## src/logic/fp_timing_pkg.sv

```systemverilog
// package: register indices, field positions, reset values and state for the panel timing block
package fp_timing_pkg;

  // ==========================================================================
  // register indices on the extension index port
  localparam logic [7:0] IDX_HORIZ_DISPLAY_END = 8'h18;
  localparam logic [7:0] IDX_HORIZ_SYNC_START  = 8'h19;
  localparam logic [7:0] IDX_HORIZ_SYNC_END    = 8'h1a;
  localparam logic [7:0] IDX_HORIZ_TOTAL       = 8'h1b;
  localparam logic [7:0] IDX_HORIZ_SIZE        = 8'h1c;
  localparam logic [7:0] IDX_BLANK_END_SKEW    = 8'h1d;
  localparam logic [7:0] IDX_ALT_ROW_OFFSET    = 8'h1e;
  localparam logic [7:0] IDX_VIRTUAL_SWITCH    = 8'h1f;
  localparam logic [7:0] IDX_ALT_MAX_SCANLINE  = 8'h24;
  localparam logic [7:0] IDX_VIDEO_PATH_CTRL   = 8'h28;
  localparam logic [7:0] IDX_DEFAULT_VIDEO     = 8'h2b;
  localparam logic [7:0] IDX_FRAME_MARKER_DLY  = 8'h2c;
  localparam logic [7:0] IDX_LINE_PULSE_DLY    = 8'h2d;
  localparam logic [7:0] IDX_LINE_PULSE_WIDTH  = 8'h2f;
  localparam logic [7:0] IDX_SCRATCH_FLAGS     = 8'h44;
  localparam logic [7:0] IDX_PANEL_FORMAT      = 8'h50;

  // ==========================================================================
  // field positions and masks
  localparam int          SENSE_BIT         = 7;
  localparam int          SHUT_OFF_BIT      = 2;
  localparam int          PATH8_BIT         = 4;
  localparam int          PAN3_BIT          = 6;
  localparam int          TALL_PLANE_BIT    = 7;
  localparam int          LP_DLY_MSB_BIT    = 5;
  localparam int          LP_DLY_OFF_BIT    = 6;
  localparam int          FM_DLY_OFF_BIT    = 7;
  localparam int          GRAY_OVERRIDE_BIT = 6;
  localparam logic [7:0]  SYNC_END_MASK     = 8'h1f;
  localparam logic [7:0]  SWITCH_MASK       = 8'h8f;
  localparam logic [7:0]  SCANLINE_MASK     = 8'h1f;
  localparam logic [7:0]  SKEW_MASK         = 8'h60;
  localparam logic [7:0]  WIDTH_MASK        = 8'hef;
  localparam logic [8:0]  TOTAL_ADJUST      = 9'h004;
  localparam logic [7:0]  REG_RESET         = 8'h00;

  // ==========================================================================
  // encodings
  localparam logic [1:0]  DITHER_OFF        = 2'h0;
  localparam logic [1:0]  DITHER_256_ONLY   = 2'h1;
  localparam logic [1:0]  DITHER_ALL        = 2'h2;
  localparam logic [1:0]  PLANE_TWO         = 2'h2;
  localparam logic [1:0]  PLANE_THREE       = 2'h3;
  localparam logic [1:0]  GRAY_EXTENDED     = 2'h3;
  localparam logic [1:0]  WIDTH_ONE_LINE    = 2'h1;
  localparam logic [1:0]  WIDTH_TWO_LINES   = 2'h2;

  // ==========================================================================
  // programmed registers
  typedef struct packed {
    logic [7:0] disp_end;
    logic [7:0] sync_start;
    logic [7:0] sync_end;
    logic [7:0] total;
    logic [7:0] panel_size;
    logic [7:0] skew;
    logic [7:0] row_offset;
    logic [7:0] vswitch;
    logic [7:0] max_scan;
    logic [7:0] path_ctrl;
    logic [7:0] default_video;
    logic [7:0] fm_delay;
    logic [7:0] lp_delay;
    logic [7:0] lp_width;
    logic [7:0] flags;
    logic [7:0] panel_format;
  } regs_t;

  // whole state of the block
  typedef struct packed {
    regs_t      regs;
    logic [7:0] border;
    logic [7:0] rdata;
    logic [8:0] hcount;
    logic       hsync;
    logic       blank_prev;
    logic       vsync_prev;
    logic       fm_armed;
    logic [7:0] fm_count;
    logic       frame_marker;
    logic [1:0] fm_lines;
    logic       lp_armed;
    logic [8:0] lp_count;
    logic       line_pulse;
    logic [3:0] lp_wcount;
    logic [2:0] shift_count;
    logic       shift_tick;
    logic [7:0] video;
  } state_t;

endpackage : fp_timing_pkg

```

## src/logic/fp_panel_timing.sv

```systemverilog
// panel timing, line pulse, frame marker and blank-time video shaping
`timescale 1ns/100ps

module fp_panel_timing #(
  parameter int HCOUNT_W = 9
) (
  input  wire logic       CLK_I,
  input  wire logic       SYS_RST_I,
  input  wire logic       REG_WR_I,
  input  wire logic       REG_RD_I,
  input  wire logic [7:0] REG_INDEX_I,
  input  wire logic [7:0] REG_WDATA_I,
  output logic      [7:0] REG_RDATA_O,
  input  wire logic       BORDER_WR_I,
  input  wire logic [7:0] BORDER_WDATA_I,
  input  wire logic       WP_GROUP1_I,
  input  wire logic       WP_BORDER_I,
  input  wire logic [1:0] MISC_SWITCH_SEL_I,
  output logic            SWITCH_SENSE_O,
  input  wire logic       CHAR_TICK_I,
  input  wire logic       DOT_TICK_I,
  input  wire logic       VSYNC_I,
  input  wire logic       VBLANK_I,
  input  wire logic       H_COMPRESS_I,
  input  wire logic       DUAL_PANEL_I,
  input  wire logic       SCREEN_OFF_I,
  input  wire logic       ADAPTER_EMU_I,
  input  wire logic       MODE_VIDEO_EN_I,
  input  wire logic       MODE_256_I,
  input  wire logic [2:0] PIXEL_PAN_I,
  input  wire logic [7:0] PIXEL_I,
  output logic      [7:0] VIDEO_O,
  output logic            HSYNC_O,
  output logic            FRAME_MARKER_O,
  output logic            LINE_PULSE_O,
  output logic            SHIFT_TICK_O,
  output logic            PANEL_BLANK_O,
  output logic      [7:0] PANEL_SIZE_O,
  output logic      [8:0] ROW_OFFSET_O,
  output logic      [4:0] TALL_ROW_LINES_O,
  output logic            VIDEO_PATH8_O,
  output logic      [2:0] PAN_SEL_O,
  output logic      [1:0] TALL_PLANE_O,
  output logic      [1:0] GRAY_MODE_O,
  output logic            DITHER_ON_O
);

  // ==========================================================================
  // elaboration checks
  if (HCOUNT_W < 9) begin : g_bad_width
    $error("HCOUNT_W must cover total plus five");
  end

  fp_timing_pkg::state_t st_q;
  fp_timing_pkg::state_t st_d;

  logic       blanked;
  logic       hblank_now;
  logic       blank_end;
  logic       line_end;
  logic       sync_start_hit;
  logic       sync_end_hit;
  logic       vsync_rise;
  logic [8:0] total_end;
  logic [8:0] lp_delay_val;
  logic [2:0] shift_last;

  // ==========================================================================
  // timing events
  assign total_end  = {1'b0, st_q.regs.total} + fp_timing_pkg::TOTAL_ADJUST;
  assign line_end   = CHAR_TICK_I && (st_q.hcount == total_end);
  // display end is only compared, so characters past it are blank time
  assign hblank_now = (st_q.hcount > {1'b0, st_q.regs.disp_end});
  assign blank_end  = st_q.blank_prev && !(hblank_now || VBLANK_I);
  assign sync_start_hit = CHAR_TICK_I &&
                          (st_q.hcount[7:0] == st_q.regs.sync_start);
  assign sync_end_hit   = CHAR_TICK_I &&
                          (st_q.hcount[4:0] == st_q.regs.sync_end[4:0]);
  assign vsync_rise   = VSYNC_I && !st_q.vsync_prev;
  assign lp_delay_val = {st_q.regs.lp_width[fp_timing_pkg::LP_DLY_MSB_BIT],
                         st_q.regs.lp_delay};
  assign blanked      = SCREEN_OFF_I ||
                        (ADAPTER_EMU_I && !MODE_VIDEO_EN_I);
  // divide by 1, 2, 4 or 8 dot ticks
  assign shift_last   = 3'((4'h1 << st_q.regs.panel_format[5:4]) - 4'h1);

  // ==========================================================================
  // next state
  always_comb begin
    st_d = st_q;
    st_d.vsync_prev = VSYNC_I;
    st_d.blank_prev = hblank_now || VBLANK_I;
    st_d.shift_tick = 1'b0;

    // register writes
    if (REG_WR_I) begin
      case (REG_INDEX_I)
        fp_timing_pkg::IDX_HORIZ_DISPLAY_END: begin
          st_d.regs.disp_end = REG_WDATA_I;
        end
        fp_timing_pkg::IDX_HORIZ_SYNC_START: begin
          st_d.regs.sync_start = REG_WDATA_I;
        end
        fp_timing_pkg::IDX_HORIZ_SYNC_END: begin
          st_d.regs.sync_end = REG_WDATA_I & fp_timing_pkg::SYNC_END_MASK;
        end
        fp_timing_pkg::IDX_HORIZ_TOTAL: begin
          st_d.regs.total = REG_WDATA_I;
        end
        fp_timing_pkg::IDX_HORIZ_SIZE: begin
          st_d.regs.panel_size = REG_WDATA_I;
        end
        fp_timing_pkg::IDX_BLANK_END_SKEW: begin
          st_d.regs.skew = REG_WDATA_I & fp_timing_pkg::SKEW_MASK;
        end
        fp_timing_pkg::IDX_ALT_ROW_OFFSET: begin
          st_d.regs.row_offset = REG_WDATA_I;
        end
        fp_timing_pkg::IDX_VIRTUAL_SWITCH: begin
          st_d.regs.vswitch = REG_WDATA_I & fp_timing_pkg::SWITCH_MASK;
        end
        fp_timing_pkg::IDX_ALT_MAX_SCANLINE: begin
          st_d.regs.max_scan = REG_WDATA_I & fp_timing_pkg::SCANLINE_MASK;
        end
        fp_timing_pkg::IDX_VIDEO_PATH_CTRL: begin
          st_d.regs.path_ctrl = REG_WDATA_I;
        end
        fp_timing_pkg::IDX_DEFAULT_VIDEO: begin
          st_d.regs.default_video = REG_WDATA_I;
        end
        fp_timing_pkg::IDX_FRAME_MARKER_DLY: begin
          st_d.regs.fm_delay = REG_WDATA_I;
        end
        fp_timing_pkg::IDX_LINE_PULSE_DLY: begin
          st_d.regs.lp_delay = REG_WDATA_I;
        end
        fp_timing_pkg::IDX_LINE_PULSE_WIDTH: begin
          st_d.regs.lp_width = REG_WDATA_I & fp_timing_pkg::WIDTH_MASK;
        end
        fp_timing_pkg::IDX_SCRATCH_FLAGS: begin
          st_d.regs.flags = REG_WDATA_I;
        end
        fp_timing_pkg::IDX_PANEL_FORMAT: begin
          st_d.regs.panel_format = REG_WDATA_I;
        end
        default: begin
        end
      endcase
    end

    // border color, guarded by two protect bits
    if (BORDER_WR_I && !WP_GROUP1_I && !WP_BORDER_I) begin
      st_d.border = BORDER_WDATA_I;
    end

    // register reads, reserved and sense bits return zero
    if (REG_RD_I) begin
      case (REG_INDEX_I)
        fp_timing_pkg::IDX_HORIZ_DISPLAY_END: st_d.rdata = st_q.regs.disp_end;
        fp_timing_pkg::IDX_HORIZ_SYNC_START: st_d.rdata = st_q.regs.sync_start;
        fp_timing_pkg::IDX_HORIZ_SYNC_END: st_d.rdata = st_q.regs.sync_end;
        fp_timing_pkg::IDX_HORIZ_TOTAL: st_d.rdata = st_q.regs.total;
        fp_timing_pkg::IDX_HORIZ_SIZE: st_d.rdata = st_q.regs.panel_size;
        fp_timing_pkg::IDX_BLANK_END_SKEW: st_d.rdata = st_q.regs.skew;
        fp_timing_pkg::IDX_ALT_ROW_OFFSET: st_d.rdata = st_q.regs.row_offset;
        fp_timing_pkg::IDX_VIRTUAL_SWITCH: begin
          st_d.rdata = {4'h0, st_q.regs.vswitch[3:0]};
        end
        fp_timing_pkg::IDX_ALT_MAX_SCANLINE: st_d.rdata = st_q.regs.max_scan;
        fp_timing_pkg::IDX_VIDEO_PATH_CTRL: st_d.rdata = st_q.regs.path_ctrl;
        fp_timing_pkg::IDX_DEFAULT_VIDEO: begin
          st_d.rdata = st_q.regs.default_video;
        end
        fp_timing_pkg::IDX_FRAME_MARKER_DLY: st_d.rdata = st_q.regs.fm_delay;
        fp_timing_pkg::IDX_LINE_PULSE_DLY: st_d.rdata = st_q.regs.lp_delay;
        fp_timing_pkg::IDX_LINE_PULSE_WIDTH: st_d.rdata = st_q.regs.lp_width;
        fp_timing_pkg::IDX_SCRATCH_FLAGS: st_d.rdata = st_q.regs.flags;
        fp_timing_pkg::IDX_PANEL_FORMAT: st_d.rdata = st_q.regs.panel_format;
        default: st_d.rdata = 8'h00;
      endcase
    end

    // character counter
    if (line_end) begin
      st_d.hcount = 9'h000;
    end else if (CHAR_TICK_I) begin
      st_d.hcount = st_q.hcount + 9'h001;
    end

    // panel sync: end wins so a zero width never sticks high
    if (sync_end_hit) begin
      st_d.hsync = 1'b0;
    end else if (sync_start_hit) begin
      st_d.hsync = 1'b1;
    end

    // frame marker width counted in panel syncs, so a delayed start spans whole lines
    if (st_q.frame_marker && sync_start_hit) begin
      if (st_q.fm_lines == 2'h1) begin
        st_d.frame_marker = 1'b0;
      end
      st_d.fm_lines = st_q.fm_lines - 2'h1;
    end

    // frame marker start
    if (vsync_rise) begin
      if (st_q.regs.lp_width[fp_timing_pkg::FM_DLY_OFF_BIT] ||
          (st_q.regs.fm_delay == 8'h00)) begin
        st_d.frame_marker = 1'b1;
        st_d.fm_armed     = 1'b0;
        st_d.fm_lines     = DUAL_PANEL_I ? fp_timing_pkg::WIDTH_TWO_LINES
                                         : fp_timing_pkg::WIDTH_ONE_LINE;
      end else begin
        st_d.fm_armed = 1'b1;
        st_d.fm_count = st_q.regs.fm_delay;
      end
    end else if (st_q.fm_armed && sync_start_hit) begin
      if (st_q.fm_count == 8'h01) begin
        st_d.fm_armed     = 1'b0;
        st_d.frame_marker = 1'b1;
        st_d.fm_lines     = DUAL_PANEL_I ? fp_timing_pkg::WIDTH_TWO_LINES
                                         : fp_timing_pkg::WIDTH_ONE_LINE;
      end
      st_d.fm_count = st_q.fm_count - 8'h01;
    end

    // line pulse width, then start; a new start restarts the width
    if (st_q.line_pulse && CHAR_TICK_I) begin
      if (st_q.lp_wcount == 4'h0) begin
        st_d.line_pulse = 1'b0;
      end else begin
        st_d.lp_wcount = st_q.lp_wcount - 4'h1;
      end
    end
    if (blank_end) begin
      if (st_q.regs.lp_width[fp_timing_pkg::LP_DLY_OFF_BIT] || H_COMPRESS_I) begin
        st_d.line_pulse = 1'b1;
        st_d.lp_armed   = 1'b0;
        st_d.lp_wcount  = st_q.regs.lp_width[3:0];
      end else begin
        st_d.lp_armed = 1'b1;
        st_d.lp_count = lp_delay_val;
      end
    end else if (st_q.lp_armed && CHAR_TICK_I) begin
      if (st_q.lp_count == 9'h000) begin
        st_d.lp_armed   = 1'b0;
        st_d.line_pulse = 1'b1;
        st_d.lp_wcount  = st_q.regs.lp_width[3:0];
      end else begin
        st_d.lp_count = st_q.lp_count - 9'h001;
      end
    end

    // shift clock divider
    if (DOT_TICK_I) begin
      if (st_q.shift_count >= shift_last) begin
        st_d.shift_count = 3'h0;
        st_d.shift_tick  = 1'b1;
      end else begin
        st_d.shift_count = st_q.shift_count + 3'h1;
      end
    end

    // video forcing sits ahead of palette and gray logic
    if (blanked) begin
      st_d.video = st_q.regs.default_video;
    end else if (hblank_now || VBLANK_I) begin
      st_d.video = st_q.regs.path_ctrl[fp_timing_pkg::SHUT_OFF_BIT]
                 ? st_q.regs.default_video : st_q.border;
    end else begin
      st_d.video = PIXEL_I;
    end
  end

  // ==========================================================================
  // state register
  always_ff @(posedge CLK_I or posedge SYS_RST_I) begin
    if (SYS_RST_I) begin
      st_q <= '0;
    end else begin
      st_q <= st_d;
    end
  end

  // ==========================================================================
  // outputs
  assign REG_RDATA_O    = st_q.rdata;
  assign VIDEO_O        = st_q.video;
  assign HSYNC_O        = st_q.hsync;
  assign FRAME_MARKER_O = st_q.frame_marker;
  assign LINE_PULSE_O   = st_q.line_pulse;
  assign SHIFT_TICK_O   = st_q.shift_tick;
  assign PANEL_BLANK_O  = st_q.blank_prev;
  assign PANEL_SIZE_O   = st_q.regs.panel_size;
  assign ROW_OFFSET_O   = {1'b0, st_q.regs.row_offset} + 9'h001;
  assign TALL_ROW_LINES_O = st_q.regs.max_scan[4:0];
  assign SWITCH_SENSE_O = st_q.regs.vswitch[fp_timing_pkg::SENSE_BIT] &&
                          st_q.regs.vswitch[3 - MISC_SWITCH_SEL_I];
  assign VIDEO_PATH8_O  = st_q.regs.path_ctrl[fp_timing_pkg::PATH8_BIT];
  // on the 8-bit path, bit 0 of panning only counts with the three-bit option; otherwise it always counts
  assign PAN_SEL_O = !VIDEO_PATH8_O ? PIXEL_PAN_I
                   : st_q.regs.path_ctrl[fp_timing_pkg::PAN3_BIT]
                   ? PIXEL_PAN_I : {PIXEL_PAN_I[2:1], 1'b0};
  assign TALL_PLANE_O = st_q.regs.path_ctrl[fp_timing_pkg::TALL_PLANE_BIT]
                      ? fp_timing_pkg::PLANE_TWO
                      : fp_timing_pkg::PLANE_THREE;
  assign GRAY_MODE_O =
    st_q.regs.panel_format[fp_timing_pkg::GRAY_OVERRIDE_BIT]
    ? fp_timing_pkg::GRAY_EXTENDED : st_q.regs.panel_format[1:0];
  assign DITHER_ON_O =
    (st_q.regs.panel_format[3:2] == fp_timing_pkg::DITHER_ALL) ||
    ((st_q.regs.panel_format[3:2] == fp_timing_pkg::DITHER_256_ONLY) &&
     MODE_256_I);

  // ==========================================================================
  // checks
  property p_border_guard;
    @(posedge CLK_I) disable iff (SYS_RST_I)
      BORDER_WR_I && (WP_GROUP1_I || WP_BORDER_I) |=> $stable(st_q.border);
  endproperty
  a_border_guard: assert property (p_border_guard)
    else $error("border color changed while protected");

  property p_sync_start;
    @(posedge CLK_I) disable iff (SYS_RST_I)
      sync_start_hit && !sync_end_hit |=> HSYNC_O;
  endproperty
  a_sync_start: assert property (p_sync_start)
    else $error("panel sync did not start");

  property p_sync_end;
    @(posedge CLK_I) disable iff (SYS_RST_I)
      sync_end_hit |=> !HSYNC_O;
  endproperty
  a_sync_end: assert property (p_sync_end)
    else $error("panel sync did not end");

  property p_counter_wrap;
    @(posedge CLK_I) disable iff (SYS_RST_I)
      line_end |=> st_q.hcount == 9'h000;
  endproperty
  a_counter_wrap: assert property (p_counter_wrap)
    else $error("character counter missed its wrap");

  property p_border_video;
    @(posedge CLK_I) disable iff (SYS_RST_I)
      !blanked && (hblank_now || VBLANK_I) &&
      !st_q.regs.path_ctrl[fp_timing_pkg::SHUT_OFF_BIT]
      |=> VIDEO_O == $past(st_q.border);
  endproperty
  a_border_video: assert property (p_border_video)
    else $error("blank time video is not the border color");

  property p_blanked_video;
    @(posedge CLK_I) disable iff (SYS_RST_I)
      blanked |=> VIDEO_O == $past(st_q.regs.default_video);
  endproperty
  a_blanked_video: assert property (p_blanked_video)
    else $error("blanked screen is not default video");

  property p_lp_direct;
    @(posedge CLK_I) disable iff (SYS_RST_I)
      blank_end && (st_q.regs.lp_width[fp_timing_pkg::LP_DLY_OFF_BIT] ||
                    H_COMPRESS_I)
      |=> LINE_PULSE_O &&
          st_q.lp_wcount == $past(st_q.regs.lp_width[3:0]);
  endproperty
  a_lp_direct: assert property (p_lp_direct)
    else $error("line pulse not at blank end");

  property p_fm_direct;
    @(posedge CLK_I) disable iff (SYS_RST_I)
      vsync_rise && st_q.regs.lp_width[fp_timing_pkg::FM_DLY_OFF_BIT]
      |=> FRAME_MARKER_O;
  endproperty
  a_fm_direct: assert property (p_fm_direct)
    else $error("frame marker not at internal vsync");

  property p_sense_read;
    @(posedge CLK_I) disable iff (SYS_RST_I)
      REG_RD_I && (REG_INDEX_I == fp_timing_pkg::IDX_VIRTUAL_SWITCH)
      |=> REG_RDATA_O[7:4] == 4'h0;
  endproperty
  a_sense_read: assert property (p_sense_read)
    else $error("sense bit did not read zero");

endmodule // fp_panel_timing

```

## config.mk

```make
export PLATFORM = sky130hd
export DESIGN_NAME = fp_panel_timing
export DESIGN_NICKNAME = d
export VERILOG_FILES = /design/src/logic/fp_timing_pkg.sv /design/src/logic/fp_panel_timing.sv
export SDC_FILE = /design/constraint.sdc
export NUM_CORES = 1
export LEC_CHECK = 0
export BUFFER_PORTS_ARGS = -buffer_cell sky130_fd_sc_hd__buf_2
export CAP_MARGIN = 20
export CORE_MARGIN = 3
export CORE_UTILIZATION = 40
export CTS_CLUSTER_SIZE = 24
export DETAILED_ROUTE_END_ITERATION = 6
export SKIP_LAST_GASP = 1
export SYNTH_ARGS = -nofsm -noshare
export SYNTH_HDL_FRONTEND = slang
export SYNTH_SLANG_ARGS = --single-unit
export TNS_END_PERCENT = 5
```

## constraint.sdc

```tcl
create_clock -name CLK_I -period 10.6 [get_ports CLK_I]
set_input_delay 2.12 -clock CLK_I [delete_from_list [all_inputs] [get_ports CLK_I]]
set_output_delay 2.12 -clock CLK_I [all_outputs]
set_load 0.1 [all_outputs]
```

# After elaboration in Yosys (flattened, before gate mapping)
# Cells that the tools add are included.
word_totals:
  ff_bits: 179
  input_bits: 54
  out_inout_bits: 53
  wordCells: 164
op_classes:
  add_sub_neg: 10
  order_cmp: 3
  n_eq_ne: 26
  n_shift: 1
  n_mux: 38
  reduce_logical: 53
ops:
  columns: ["operator", "count"]
  rows:
  - ["$pmux 8 s16", 1]
  - ["$eq 8x5->1 const B", 8]
  - ["$eq 8x6->1 const B", 6]
  - ["$reduce_and 2->1", 19]
  - ["$mux 9", 4]
  - ["$lt 32x4->1 const B", 1]
  - ["$mux 8", 4]
  - ["$mux 15", 2]
  - ["$mux 12", 2]
  - ["$eq 8x7->1 const B", 2]
  - ["$mux 5", 3]
  - ["$logic_and 1x1->1", 14]
  - ["$mux 1", 14]
  - ["$mux 3", 4]
  - ["$reduce_bool 2->1", 6]
  - ["$add 8x1->9 const B", 1]
  - ["$add 8x3->9 const B", 1]
  - ["$add 9x1->9 const B", 1]
  - ["$eq 9x9->1", 1]
  - ["$gt 9x8->1", 1]
  - ["$logic_not 9->1", 1]
  - ["$sub 9x1->9 const B", 1]
  - ["$eq 8x1->1 const B", 1]
  - ["$eq 8x8->1", 1]
  - ["other kinds (20)", 32]

# Logic depth before layout (Yosys ltp)
logic_depth:
  ltp_word: 7
  ltp_mapped: 11
  ltp_nobuf: 8

# Least setup slack after synthesis
# OpenSTA, ideal clock, no wires.
synth_path:
  path_kind: "input -> output"
  from: "in PIXEL_PAN_I[0]"
  to: "out PAN_SEL_O[0]"
  arrival_ps: 4309
  t_required_ps: 8480
  path_slack_ps: 4171
  cell_stages: 1
  n_path_buf: 0
  path_cell_list: "a21boi_0"
synth_via:
  elab_chain_cells: 2
synth_lines:
  columns: ["item", "line_no", "text"]
  rows:
  - ["start: declaration", "fp_panel_timing.sv:30", "input wire logic [2:0] PIXEL_PAN_I,"]
  - ["$mux 1", "fp_panel_timing.sv:303", "? PIXEL_PAN_I : {PIXEL_PAN_I[2:1], 1'b0};"]
  - ["$mux 1 *", "fp_panel_timing.sv:301", "assign PAN_SEL_O = !VIDEO_PATH8_O ? PIXEL_PAN_I"]
  - ["end: declaration", "fp_panel_timing.sv:42", "output logic [2:0] PAN_SEL_O,"]
# Mark *: on every way between the ends. The rest lies on a longest branch, timed or not.

# Worst setup path after layout
layout_path:
  from: "in MISC_SWITCH_SEL_I[1]"
  to: "out SWITCH_SENSE_O"
layout_via:
  elab_chain_cells: 4
layout_lines:
  columns: ["item", "line_no", "text"]
  rows:
  - ["start: declaration", "fp_panel_timing.sv:18", "input wire logic [1:0] MISC_SWITCH_SEL_I,"]
  - ["$sub 2x2->3", "fp_panel_timing.sv:298", "st_q.regs.vswitch[3 - MISC_SWITCH_SEL_I];"]
  - ["$bmux 1 s3", "fp_panel_timing.sv:298", null]
  - ["$mux 1 (not written as such)", "fp_panel_timing.sv:298", null]
  - ["$logic_and 1x1->1", "fp_panel_timing.sv:297", "assign SWITCH_SENSE_O = st_q.regs.vswitch[fp_timing_pkg::SENSE_BIT] &&"]
  - ["end: declaration", "fp_panel_timing.sv:19", "output logic SWITCH_SENSE_O,"]
# No other way between the ends. The select of a mux whose other input is x is not followed.

==> metrics.txt <==
row count=56; hold-fix buffer count after cts=0; largest stage delay on the critical path=0.47 ns; number of sinks driven by the clock tree=179; main area contributors after synthesis=dfrtp_1 (46%), mux2_2 (15%), nand2_1 (2.8%); Max Cap Violations=0; relative contribution of the clock network to total power=29.3%; worst slew margin relative to its limit=36.6%; average wire length per cell after detail routing=21.4 µm; Total Neg Setup Slack=0 ns; launch point of the worst reg-to-reg path=st_q[46]; maximum buffer depth of the clock tree=2; clock period minus final worst setup slack=roughly 5.2 ns; Post-Route Skew=0.0212 ns; Net Count, Synth=around 1,000; post-synth top area share=46.0%; Post-CTS Setup Bufs=0; mapped cell area=9750 µm²; placer congestion estimate=just under 0.9; peak clock frequency supported by timing=~190 MHz; global-route wire length before repair=43,000 µm; Iteration-0 DRC Markers=roughly 570; number of routed nets with antenna violations=0; cell taking the most area after synthesis=dfrtp_1; fill cell total of the finished layout=between 2,000 and 2,500; Internal Dissipation=1320 µW; Remaining DRCs=0; Leakage=0.00506 µW; data arrival time of the worst path=3.12 ns; ys async rst share=100%; Setup crit end kind=primary output; sequential fraction of the synthesis area=between 40% and 50%; clock root buffer=clkbuf_16; capturing element of the worst setup path=SWITCH_SENSE_O; Reg2Reg Depth=7; fraction of layout cells with a size suffix above 1=29.8%; beginning of the critical path=MISC_SWITCH_SEL_I[1]; final global-route overflow total=0; total of cells resized after clock tree synthesis=0; final-report setup violation count=0; antenna diode count=0; clock tree from TritonCTS=built; Worst Path Max Fanout=1; overall die area=26,300 µm²; number of enable flip-flop cells after synthesis=0; worst r2r dst=st_q[14]; routed wire length=27,300 µm; Total Nets Final=1,020; hold crit path type=flip-flop to flip-flop; synthesis-stage register bit count=about 180; fraction of met2 tracks used by global routing=33.6%; H-tree Lvls=4; unrepaired setup endpoints after global routing=false; power share of the sequential group=between 40% and 50%; final hold vios=0; cell with the most instances on the worst path=buf_2; type of element launching the critical path=input pin; met1 GRT Util=a little under a third; highest-utilization routing layer at the global route stage=met2; fraction of met3 tracks used by global routing=3.49%; post-synthesis instance total=roughly 900; Worst Path Required=8.48 ns; transition at the pin with the smallest max-transition slack=0.951 ns; maximum number of pins on one net before global-route repair=around 110; vertical extent of the die=162 µm; aggregate global-route resource usage=21.3%; final count of pins violating max slew=0; initial antenna violation count=0; via count of the first global-routing pass=7,295; r2r setup slk=7.50 ns; Detail Placement HPWL=19,200 µm; NetSw=778 µW; initial cell density of the core=41.2%; fraction of power consumed by combinational cells=29.0%; Avg Inst Size Synth=10.8 µm²; outcome=finished, final reports clean; width of the chip=162 µm; switching power share of the total=37.0%; final clock period utilization by the worst path=49.5%; Top FF cell, synth=dfrtp_1; clock-pin slew reported for the worst setup and hold paths after clock tree synthesis=roughly 0.070 ns; # port buffers=101; Critical Path, Cell by Cell=buf_2 > mux4_2 > and2_1 > buf_2; total iterations of the first detailed-routing run=6; power per standard cell area=194 nW/µm²; Clock Latency Late Sink=0.44 ns; most numerous cell in the Yosys netlist=dfrtp_1; critical path class=input pin to primary output; worst hold slack after final layout=0.493 ns; IO Count=107; core area=23,700 µm²; post-synth cell types=78; layout overhead on the synthesized area=11.1%; routed vias=7,382; worst-path cell with the longest stage delay=mux4_2; number of buffers created by CTS=17; VDD IR max=slightly below 0.00009 V; commonest cells in the synthesized netlist=dfrtp_1 (179), mux2_2 (127), nand2_1 (72); drt via density=5.78; count of yosys warnings during synthesis=0
worst max-delay path, delay by kind of cell:
kind | cells | cell delay [ns]
muxes | 1 | 0.47
buffers and inverters | 2 | 0.37
and+or+nand+nor | 1 | 0.16
through the flow:
| stage | power, µW | area, µm² | setup WS [ns] | instances | util [%] |
|---|---|---|---|---|---|
| 2_1_floorplan | 1370 | 9750 | 3.62 | 901 | - |
| 3_3_place_gp | 1480 | 10200 | 5.36 | 1244 | 43.2 |
| 3_5_place_dp | 1500 | 10200 | 5.35 | 1245 | 43.2 |
| 4_1_cts | 2110 | 10800 | 5.35 | 1277 | 45.6 |
| 5_1_grt | 2220 | 10800 | 5.34 | 1278 | 45.7 |
| 6_report | 2100 | 10800 | 5.36 | 1278 | 45.7 |
final cells by class:
class | instances | area [µm²] | area share, %
multi-input cells | 606 | 4680 | 43.2
flip-flops and latches | 179 | 4480 | 41.4
repair buffers | 108 | 576 | 5.31
clock buffers | 22 | 464 | 4.29
well taps | 319 | 399 | 3.68
inverters | 34 | 133 | 1.22
clock inverters | 10 | 100 | 0.924
state kept, by name, summed over array words and instances (netlist names):
name,count
VIDEO_O,8
TALL_ROW_LINES_O,5
PANEL_BLANK_O,1
SHIFT_TICK_O,1
st_q,135
lp_delay_val,9
PANEL_SIZE_O,8
VIDEO_PATH8_O,1
FRAME_MARKER_O,1
LINE_PULSE_O,1
HSYNC_O,1
REG_RDATA_O,8
how the worst min path moves through the flow:
stage	end	cells after the start	start
after global routing	st_q[11]	1	st_q[11]
after detailed placement	st_q[11]	1	st_q[11]
after CTS	st_q[11]	1	st_q[11]
final	st_q[11]	1	st_q[11]
after global placement	FRAME_MARKER_O	2	FRAME_MARKER_O
after floorplan	st_q[11]	1	st_q[11]
per-layer routing:
metal | vias to the layer above | share of wire, %
met2 | 240 | 47
li1 | 3383 | -
met3 | 35 | 5.1
met4 | 0 | 2.0
met5 | - | 0
met1 | 3724 | 46
power groups by stage:
stage | registers (µW) | clock network, µW | logic, µW
4_1_cts | 873 | 628 | 613
3_5_place_dp | 884 | 0 | 612
6_report | 875 | 616 | 610
3_3_place_gp | 884 | 0 | 599
5_1_grt | 887 | 659 | 670
2_1_floorplan | 887 | 0 | 484
cells in the final DEF (no fill, tap or decap), types with 4 or more instances in the layout:
cell          n
nor3_1       15
a221o_1       4
a21o_1        5
a222oi_1      5
inv_1        33
a22o_1        4
mux2_2      127
nand4_1       9
clkbuf_16    17
dfrtp_1     179
a21oi_1      15
nand2b_1      8
buf_4         5
buf_2       102
ha_1         20
a32oi_1       4
xnor2_1      20
nand3_1      37
nand2_1      72
nor4_1        7
o21ai_0      39
inv_6         4
nor4b_1       4
nor2_1       31
mux2i_1      11
o22ai_1       9
clkinvlp_4    4
xor2_1       16
and3_1       10
a221oi_1      9
o221ai_1      5
a22oi_1      26
and2_1        7
a2bb2oi_1     9
nor2b_1      10
logic make-up after synthesis:
group                      Yosys count  synth area share [%]
buffers and inverters              116                  6.02
DFF                                179                  46.0
xor gates and xnor gates            36                  3.23
and+or+nand+nor                    235                  12.7
muxes                              141                  16.5
other                                1                0.0385
adders and majority gates           20                  2.57
AOI/OAI and AO/OA                  173                  13.0
Power figures use the tool's default switching activity.
